===== src/rtl/lf_clock_pkg.sv =====
/*
  Constants for the low-frequency clock and calibration controller:
  register byte offsets, field positions, source codes and state codes.
  Assumes a 32-bit classic Wishbone bus with word-aligned registers.
*/
package lf_clock_pkg;
  // ==========================================================
  // Bus geometry
  localparam int ADR_W = 12;
  localparam int DAT_W = 32;
  localparam int SEL_W = 4;
  // ==========================================================
  // Register byte offsets
  localparam logic [11:0] OFF_HF_START = 12'h000;
  localparam logic [11:0] OFF_HF_STOP = 12'h004;
  localparam logic [11:0] OFF_LF_START = 12'h008;
  localparam logic [11:0] OFF_LF_STOP = 12'h00C;
  localparam logic [11:0] OFF_CAL = 12'h010;
  localparam logic [11:0] OFF_CT_START = 12'h014;
  localparam logic [11:0] OFF_CT_STOP = 12'h018;
  localparam logic [11:0] OFF_EV_HF = 12'h100;
  localparam logic [11:0] OFF_EV_LF = 12'h104;
  localparam logic [11:0] OFF_EV_DONE = 12'h10C;
  localparam logic [11:0] OFF_EV_CAL_TIMER_TIMEOUT_EVENT = 12'h110;
  localparam logic [11:0] OFF_IEN_SET = 12'h304;
  localparam logic [11:0] OFF_IEN_CLR = 12'h308;
  localparam logic [11:0] OFF_HF_RUN = 12'h408;
  localparam logic [11:0] OFF_HF_STAT = 12'h40C;
  localparam logic [11:0] OFF_LF_RUN = 12'h414;
  localparam logic [11:0] OFF_LF_STAT = 12'h418;
  localparam logic [11:0] OFF_LF_COPY = 12'h41C;
  localparam logic [11:0] OFF_LF_SRC = 12'h518;
  localparam logic [11:0] OFF_CAL_TIMER_INTERVAL = 12'h538;
  // ==========================================================
  // Field positions
  localparam int TASK_BIT = 0;
  localparam int SRC_LSB = 0;
  localparam int BYPASS_BIT = 16;
  localparam int EXTERNAL_BIT = 17;
  localparam int STATE_BIT = 16;
  localparam int IEN_HF = 0;
  localparam int IEN_LF = 1;
  localparam int IEN_DONE = 2;
  localparam int IEN_CAL_TIMER_TIMEOUT_EVENT = 3;
  localparam int IEN_W = 4;
  localparam int CAL_TIMER_INTERVAL_W = 7;
  // ==========================================================
  // Source codes and reset values
  localparam logic [1:0] SRC_RC = 2'h0;
  localparam logic [1:0] SRC_XTAL = 2'h1;
  localparam logic [1:0] SRC_SYNTH = 2'h2;
  localparam logic [31:0] TASK_RESET = 32'h00000000;
  // ==========================================================
  // State machines
  typedef enum logic [1:0] {
    CAL_IDLE = 2'b01,
    CAL_RUN = 2'b10
  } cal_state_t;
  typedef enum logic [1:0] {
    CT_IDLE = 2'b01,
    CT_RUN = 2'b10
  } ct_state_t;
  typedef struct packed {
    logic [1:0] src;
    logic ext;
    logic byp;
  } src_cfg_t;
endpackage


===== src/rtl/low_freq_clock_calibration_ctrl.sv =====
/*
  Low-frequency clock source control, RC calibration sequencing and
  calibration interval timer, with a classic Wishbone register slave.
  Assumes: lf_tick_i pulses once per low-frequency clock period, the
  oscillators report readiness on the status inputs, one clock domain.
*/
// Added by the designer: register access over Wishbone.
`timescale 1ns/100ps
module low_freq_clock_calibration_ctrl (
  input wire logic clk_i,
  input wire logic rst_i,
  input wire logic cyc_i,
  input wire logic stb_i,
  input wire logic we_i,
  input wire logic [lf_clock_pkg::ADR_W-1:2] adr_i,
  input wire logic [lf_clock_pkg::SEL_W-1:0] sel_i,
  input wire logic [lf_clock_pkg::DAT_W-1:0] dat_i,
  output logic [lf_clock_pkg::DAT_W-1:0] dat_o,
  output logic ack_o,
  input wire logic lf_tick_i,
  input wire logic hf_crystal_stable_i,
  input wire logic lf_crystal_running_i,
  input wire logic cal_finish_i,
  output logic hf_crystal_osc_en_o,
  output logic high_freq_clock_req_o,
  output logic lf_rc_osc_en_o,
  output logic lf_crystal_osc_en_o,
  output logic lf_crystal_ext_o,
  output logic lf_crystal_bypass_o,
  output logic lf_synth_source_en_o,
  output logic [1:0] low_freq_clock_mux_o,
  output logic cal_run_o
);
  import lf_clock_pkg::*;

  // ==========================================================
  // State
  typedef struct packed {
    logic ack;
    logic [DAT_W-1:0] rdata;
    logic hf_run;
    logic hf_on;
    logic lf_run;
    logic lf_on;
    logic lf_on_xtal;
    src_cfg_t copy;
    src_cfg_t sel;
    logic [IEN_W-1:0] ev;
    logic [IEN_W-1:0] ien;
    cal_state_t cal;
    ct_state_t ct;
    logic [CAL_TIMER_INTERVAL_W-1:0] count;
    logic [CAL_TIMER_INTERVAL_W-1:0] cal_timer_interval;
  } state_t;

  state_t state_reg;
  state_t state_next;

  function automatic logic [DAT_W-1:0] merge(input logic [DAT_W-1:0] old,
      input logic [DAT_W-1:0] nw, input logic [SEL_W-1:0] sel);
    logic [DAT_W-1:0] res;
    res = old;
    for (int b = 0; b < SEL_W; b++) begin
      if (sel[b]) begin
        res[b*8 +: 8] = nw[b*8 +: 8];
      end
    end
    return res;
  endfunction

  function automatic logic [DAT_W-1:0] pack_src(input src_cfg_t c);
    logic [DAT_W-1:0] w;
    w = '0;
    w[SRC_LSB +: 2] = c.src;
    w[BYPASS_BIT] = c.byp;
    w[EXTERNAL_BIT] = c.ext;
    return w;
  endfunction

  logic req;
  logic wr;
  logic [ADR_W-1:0] addr;
  logic trig;
  logic [DAT_W-1:0] wsrc;
  logic [DAT_W-1:0] wct;
  logic ct_go;

  // ==========================================================
  // Bus decode
  assign req = cyc_i && stb_i;
  assign wr = req && we_i && state_reg.ack;
  assign addr = {adr_i, 2'b00};
  assign trig = sel_i[0] && dat_i[TASK_BIT];
  assign ct_go = wr && addr == OFF_CT_START && trig;

  always_comb begin
    state_next = state_reg;
    wsrc = merge(pack_src(state_reg.sel), dat_i, sel_i);
    wct = merge({{(DAT_W-CAL_TIMER_INTERVAL_W){1'b0}}, state_reg.cal_timer_interval}, dat_i, sel_i);
    state_next.ack = req && !state_reg.ack;
    state_next.rdata = '0;
    // Register read mux
    case (addr)
      OFF_EV_HF: state_next.rdata[0] = state_reg.ev[IEN_HF];
      OFF_EV_LF: state_next.rdata[0] = state_reg.ev[IEN_LF];
      OFF_EV_DONE: state_next.rdata[0] = state_reg.ev[IEN_DONE];
      OFF_EV_CAL_TIMER_TIMEOUT_EVENT: state_next.rdata[0] = state_reg.ev[IEN_CAL_TIMER_TIMEOUT_EVENT];
      OFF_IEN_SET, OFF_IEN_CLR: begin
        state_next.rdata[IEN_W-1:0] = state_reg.ien;
      end
      OFF_HF_RUN: state_next.rdata[0] = state_reg.hf_run;
      OFF_HF_STAT: begin
        state_next.rdata[0] = state_reg.hf_on;
        state_next.rdata[STATE_BIT] = state_reg.hf_on;
      end
      OFF_LF_RUN: state_next.rdata[0] = state_reg.lf_run;
      OFF_LF_STAT: begin
        state_next.rdata[SRC_LSB +: 2] = low_freq_clock_mux_o;
        state_next.rdata[STATE_BIT] = state_reg.lf_on;
      end
      OFF_LF_COPY: state_next.rdata = pack_src(state_reg.copy);
      OFF_LF_SRC: state_next.rdata = pack_src(state_reg.sel);
      OFF_CAL_TIMER_INTERVAL: state_next.rdata[CAL_TIMER_INTERVAL_W-1:0] = state_reg.cal_timer_interval;
      default: state_next.rdata = '0;
    endcase
    if (!req || we_i || state_reg.ack) begin
      state_next.rdata = state_reg.rdata;
    end
    // ==========================================================
    // Register writes, taken at the acknowledged edge
    if (wr) begin
      case (addr)
        OFF_HF_START: begin
          if (trig) begin
            state_next.hf_run = 1'b1;
          end
        end
        OFF_HF_STOP: begin
          if (trig) begin
            state_next.hf_run = 1'b0;
            state_next.hf_on = 1'b0;
          end
        end
        OFF_LF_START: begin
          if (trig) begin
            state_next.lf_run = 1'b1;
            state_next.copy = state_reg.sel;
            state_next.lf_on = 1'b0;
            state_next.lf_on_xtal = 1'b0;
          end
        end
        OFF_LF_STOP: begin
          if (trig) begin
            state_next.lf_run = 1'b0;
            state_next.lf_on = 1'b0;
            state_next.lf_on_xtal = 1'b0;
          end
        end
        OFF_CAL: begin
          if (trig && state_reg.lf_on && state_reg.copy.src == SRC_RC) begin
            state_next.cal = CAL_RUN;
          end
        end
        OFF_CT_START: begin
          if (trig) begin
            state_next.ct = CT_RUN;
            state_next.count = state_reg.cal_timer_interval;
          end
        end
        OFF_CT_STOP: begin
          if (trig) begin
            state_next.ct = CT_IDLE;
          end
        end
        OFF_EV_HF: if (sel_i[0]) state_next.ev[IEN_HF] = dat_i[0];
        OFF_EV_LF: if (sel_i[0]) state_next.ev[IEN_LF] = dat_i[0];
        OFF_EV_DONE: if (sel_i[0]) state_next.ev[IEN_DONE] = dat_i[0];
        OFF_EV_CAL_TIMER_TIMEOUT_EVENT: if (sel_i[0]) state_next.ev[IEN_CAL_TIMER_TIMEOUT_EVENT] = dat_i[0];
        OFF_IEN_SET: begin
          if (sel_i[0]) begin
            state_next.ien = state_reg.ien | dat_i[IEN_W-1:0];
          end
        end
        OFF_IEN_CLR: begin
          if (sel_i[0]) begin
            state_next.ien = state_reg.ien & ~dat_i[IEN_W-1:0];
          end
        end
        OFF_LF_SRC: begin
          state_next.sel.src = wsrc[SRC_LSB +: 2];
          state_next.sel.byp = wsrc[BYPASS_BIT];
          state_next.sel.ext = wsrc[EXTERNAL_BIT];
        end
        OFF_CAL_TIMER_INTERVAL: state_next.cal_timer_interval = wct[CAL_TIMER_INTERVAL_W-1:0];
        default: state_next.rdata = state_next.rdata;
      endcase
    end
    // ==========================================================
    // Oscillator status; hardware sets win over software clears
    if (state_reg.hf_run && hf_crystal_stable_i && !state_reg.hf_on) begin
      state_next.hf_on = 1'b1;
      state_next.ev[IEN_HF] = 1'b1;
    end
    if (state_reg.lf_run && !state_reg.lf_on) begin
      if (state_reg.copy.src != SRC_XTAL || lf_crystal_running_i) begin
        state_next.lf_on = 1'b1;
        state_next.lf_on_xtal = state_reg.copy.src == SRC_XTAL;
        state_next.ev[IEN_LF] = 1'b1;
      end
    end
    // Calibration sequence
    case (state_reg.cal)
      CAL_IDLE: state_next.cal = state_next.cal;
      CAL_RUN: begin
        if (cal_finish_i) begin
          state_next.cal = CAL_IDLE;
          state_next.ev[IEN_DONE] = 1'b1;
        end
      end
      default: state_next.cal = CAL_IDLE;
    endcase
    // Interval timer, one step per low-frequency period
    case (state_reg.ct)
      CT_IDLE: state_next.ct = state_next.ct;
      CT_RUN: begin
        if (lf_tick_i && state_next.ct == CT_RUN && !ct_go) begin
          if (state_reg.count <= CAL_TIMER_INTERVAL_W'(1)) begin
            state_next.count = '0;
            state_next.ct = CT_IDLE;
            state_next.ev[IEN_CAL_TIMER_TIMEOUT_EVENT] = 1'b1;
          end else begin
            state_next.count = state_reg.count - CAL_TIMER_INTERVAL_W'(1);
          end
        end
      end
      default: state_next.ct = CT_IDLE;
    endcase
  end

  always_ff @(posedge clk_i) begin
    if (rst_i) begin
      state_reg <= '0;
      state_reg.sel <= '{src: SRC_RC, ext: 1'b0, byp: 1'b0};
      state_reg.copy <= '{src: SRC_RC, ext: 1'b0, byp: 1'b0};
      state_reg.cal <= CAL_IDLE;
      state_reg.ct <= CT_IDLE;
      state_reg.cal_timer_interval <= state_reg.cal_timer_interval;
    end else begin
      state_reg <= state_next;
    end
  end

  // ==========================================================
  // Outputs
  assign dat_o = state_reg.rdata;
  assign ack_o = state_reg.ack;
  assign cal_run_o = state_reg.cal == CAL_RUN;
  assign hf_crystal_osc_en_o = state_reg.hf_run;
  assign high_freq_clock_req_o = state_reg.hf_run || cal_run_o ||
      (state_reg.lf_run && state_reg.copy.src == SRC_SYNTH);
  assign lf_rc_osc_en_o = state_reg.lf_run && !state_reg.lf_on_xtal &&
      state_reg.copy.src != SRC_SYNTH;
  assign lf_crystal_osc_en_o = state_reg.lf_run &&
      state_reg.copy.src == SRC_XTAL;
  assign lf_crystal_ext_o = lf_crystal_osc_en_o && state_reg.copy.ext;
  assign lf_crystal_bypass_o = lf_crystal_ext_o && state_reg.copy.byp;
  assign lf_synth_source_en_o = state_reg.lf_run &&
      state_reg.copy.src == SRC_SYNTH;
  assign low_freq_clock_mux_o = state_reg.lf_on_xtal ? SRC_XTAL :
      (state_reg.copy.src == SRC_SYNTH ? SRC_SYNTH : SRC_RC);

  // ==========================================================
  // Checks
  logic ev_done_q;
  assign ev_done_q = state_reg.ev[IEN_DONE];
endmodule


===== config.mk =====
export PLATFORM = sky130hd
export DESIGN_NAME = low_freq_clock_calibration_ctrl
export DESIGN_NICKNAME = d
export VERILOG_FILES = /design/src/rtl/lf_clock_pkg.sv /design/src/rtl/low_freq_clock_calibration_ctrl.sv
export SDC_FILE = /design/constraint.sdc
export NUM_CORES = 1
export LEC_CHECK = 0
export BUFFER_PORTS_ARGS = -buffer_cell sky130_fd_sc_hd__buf_4
export CORE_ASPECT_RATIO = 1.2
export CORE_MARGIN = 8
export CORE_UTILIZATION = 52
export DETAILED_ROUTE_END_ITERATION = 12
export GPL_ROUTABILITY_DRIVEN = 0
export GPL_TIMING_DRIVEN = 0
export PLACE_DENSITY = 0.83
export SKIP_LAST_GASP = 1
export SLEW_MARGIN = 20
export SYNTH_ARGS = -nofsm -noshare
export SYNTH_HDL_FRONTEND = slang
export SYNTH_SLANG_ARGS = --single-unit
export TNS_END_PERCENT = 5

===== constraint.sdc =====
create_clock -name clk_i -period 7.2 [get_ports clk_i]
set_input_delay 1.08 -clock clk_i [delete_from_list [all_inputs] [get_ports clk_i]]
set_output_delay 1.08 -clock clk_i [all_outputs]
set_load 0.02 [all_outputs]

==> run summary <==
The most used flip-flop cell after synthesis was sky130_fd_sc_hd__dfxtp_1. After legalization and detailed placement, the total HPWL measured 5.89 mm. The synthesized design spends more area on one cell type than any other, namely sky130_fd_sc_hd__dfxtp_1. In this run the static leakage power is 0.00147 uW.

The hold path startpoint is dat_o[4]. Total DRC errors in the routed layout: 0. The total of max-cap violations was 0; the measured slew at the worst slew-check pin was 934 ps.

Summed over all layers, the global routing overflow is 0. The floorplan step set the die height to 98.1 um. Tracing the worst setup path back leads to its startpoint at adr_i[9]. After the flow finishes, the layout carries non-filler instances totaling 483. The setup slack of the most critical reg-to-reg path came out at 5040 ps. Cts-stage hold buffer count: 0.

The tree built by TritonCTS fans out to 49 sinks. STA puts the critical path data required time at 7380 ps. The logs give 30 for the number of rows in the core area and 310 ps for the insertion delay of the later-clocked pin in the worst-skew pair. Cells with a size suffix above 1 make up 25.1% of the layout. The register with the most flip-flops in the layout has 33 of them.

The flip-flop and latch count after synthesis was 49; the distinct cell type count of the synthesized netlist was 53. The area share of the leading cell type in the synthesized netlist came out at 28.8%. In this design, the stage delay of the slowest critical-path cell is 780 ps.

In the post-synthesis netlist, the biggest area contributors are sky130_fd_sc_hd__dfxtp_1 29%, sky130_fd_sc_hd__buf_4 8.5%, sky130_fd_sc_hd__edfxtp_1 7.2%. Entering global routing, the biggest net connects 17 pins. TritonCTS built the clock tree. The final hold violation count came out at 0.

The run gives 2695 as the via count. Walking the worst path, the cells encountered are buf_4 -> or4_1 -> buf_2 -> nor4_2 -> mux2_2 -> nand2_1 -> a21oi_1. The final setup violation count is 0, and the per-cell via count in the routed design is 5.58. In the layout the commonest cells are 81 x sky130_fd_sc_hd__buf_4, 42 x sky130_fd_sc_hd__nor2_1, 42 x sky130_fd_sc_hd__dfxtp_1.

The cell at the root of the clock tree is sky130_fd_sc_hd__clkbuf_8. Subtracting the final worst setup slack from the clock period gives 3030 ps. The count of nets after finishing is 479, and the fraction of registers with async set or reset after synthesis is 0%. The setup fix buffers added after clock tree synthesis is 0. The number of cells upsized or downsized after cts came out at 0.

The total routing resource utilization after global routing was 18.5%; the total negative slack was 0 ps. The period utilization came out at 42.1%. The number of buffers created by CTS came out at 5. The signed area change from the synthesized netlist to the final layout was 21.2%; the largest clock skew in the final design was 4.47 ps.

The worst path arrival time was 3210 ps; the total of warnings raised by yosys was 0. The H-tree was split into 2 levels. The width of the die came out at 84.4 um. Setup repair after global routing left no endpoint under its margin. The clock-pin slew of the registers on the worst-case setup and hold paths was 100 ps.

Sequential cells were found to cover 36.0% of the synthesized design area. The die covers 0.00827 mm^2. The first global-routing pass estimated 12.5 mm of wire. The number of antenna violations at the first check in global routing is 0, and the post-synth design cell area is 0.00292 mm^2. Post-detailed-route wirelength per cell: 16.1 um.

The worst setup path is launched from an input port. The worst hold path terminates at dat_o[4]. The library cell used most frequently in the layout, excluding fill and tap cells, is sky130_fd_sc_hd__buf_4. The worst reg2reg path endpoint was state_reg[8].

The clock passes through at most 2 buffers. The number of enable-type register cells in the synthesized netlist came out at 7. The run finished with clean final reports. Counting tap cells, the placed design contains a total of 475 instances.

The via count of the first global-routing pass is 2623. The power per standard cell area is 155 mW/mm^2, and the mean area per synthesized cell is 8.56 um^2. After detailed routing, the total wire length is 7.77 mm.

0 antenna diodes ended up in the layout. 98 I/O pins were placed. Timing would allow up to 330 MHz. The peak fanout along the critical path was 9; the logic depth of the worst register-to-register path was 5. In this run the remaining antenna-violating nets after routing total 0.

The tools report the count of final max-slew check failures as 0. The number of input and output port buffers inserted works out to 48. The instance count of the mapped netlist was 341. Worst hold path class: flip-flop to flip-flop. Counting instances, the worst hold path has a depth of 2. The worst-case IR drop observed on VDD is 0.000116 V. After the first detailed-routing iteration, the DRC count stood at 243.

The worst pin sits at a relative slew slack of 37.2%. The worst register-to-register path begins at ack_o. The total area inside the core boundary comes to 0.00556 mm^2.

Element type at the critical path end: a flip-flop. The classification of the worst setup path is input port to flip-flop. On the critical path, the stage with the largest delay is an instance of sky130_fd_sc_hd__nor4_2.

The run gives 5 as the first-pass detailed-route iteration total. The tools report the initial standard-cell utilization of the core as 52.5%.
==> Yosys cell counts, types with 5 or more instances <==
| master | number |
|---|---|
| sky130_fd_sc_hd__or3_1 | 8 |
| sky130_fd_sc_hd__a311oi_1 | 5 |
| sky130_fd_sc_hd__mux2i_1 | 21 |
| sky130_fd_sc_hd__nand2_1 | 16 |
| sky130_fd_sc_hd__buf_4 | 33 |
| sky130_fd_sc_hd__nor2_1 | 42 |
| sky130_fd_sc_hd__nor3_1 | 13 |
| sky130_fd_sc_hd__o21ai_0 | 10 |
| sky130_fd_sc_hd__inv_1 | 12 |
| sky130_fd_sc_hd__edfxtp_1 | 7 |
| sky130_fd_sc_hd__nand2b_1 | 7 |
| sky130_fd_sc_hd__nand3_1 | 11 |
| sky130_fd_sc_hd__ha_1 | 6 |
| sky130_fd_sc_hd__dfxtp_1 | 42 |
| sky130_fd_sc_hd__a21oi_1 | 24 |
| sky130_fd_sc_hd__nand4_1 | 5 |
| sky130_fd_sc_hd__clkbuf_1 | 12 |
==> stage by stage <==
step           util (%)  cell area (um^2)  hold slack, ps  worst slack [ps]  total power, uW
6_report           63.7              3540             456              4170              549
4_1_cts            63.6              3530             459              4130              548
3_5_place_dp       61.9              3440             446              3830              384
2_1_floorplan         -              3000             432              4160              354
3_3_place_gp       61.9              3440             440              3840              381
5_1_grt            63.7              3540             477              4030              569
==> logic make-up after synthesis <==
logic type	count (synthesis)	share of synthesized area [%]
and+or+nand+nor	131	23.7
AOI/OAI and AO/OA	65	15.1
buffers and inverters	60	12.5
DFF	49	36.0
muxes	25	8.75
adders and majority gates	6	2.57
xor gates and xnor gates	4	1.20
other	1	0.129
==> metal layers <==
metal  wire [um]  global-route usage (%)
met5           0                       0
met2        3760                    32.3
met3         657                    4.71
met1        3100                    20.4
met4         253                    8.52
==> worst max path at each step <==
stage / endpoint / cells after the start
global placement: state_reg[8] / 7
global route: state_reg[8] / 7
detailed placement: state_reg[8] / 7
CTS: state_reg[8] / 7
floorplan: state_reg[16] / 7
finish: state_reg[8] / 7
==> worst max-delay path, delay by kind of cell <==
family	cells	cell delay, ps
buf+inv	2	300
simple gates	3	1360
mux	1	410
compound gates	1	60
==> cell type report <==
| class | count | area [um^2] |
|---|---|---|
| Inverter | 12 | 45.0 |
| Tap cell | 64 | 80.1 |
| Sequential cell | 49 | 1050 |
| Timing Repair Buffer | 48 | 360 |
| Clock inverter | 3 | 22.5 |
| Multi-Input combinational cell | 254 | 1590 |
| Clock buffer | 5 | 68.8 |
| Buffer | 48 | 320 |
| Fill cell | 487 | 2020 |
==> power breakdown <==
| group | switching (uW) | total (uW) | internal, uW |
|---|---|---|---|
| registers | 4.93 | 288 | 283 |
| logic | 53.3 | 93.1 | 39.8 |
| clock network | 98.9 | 168 | 69.1 |
| total | 157 | 549 | 392 |
(Power assumes the default switching activity.)
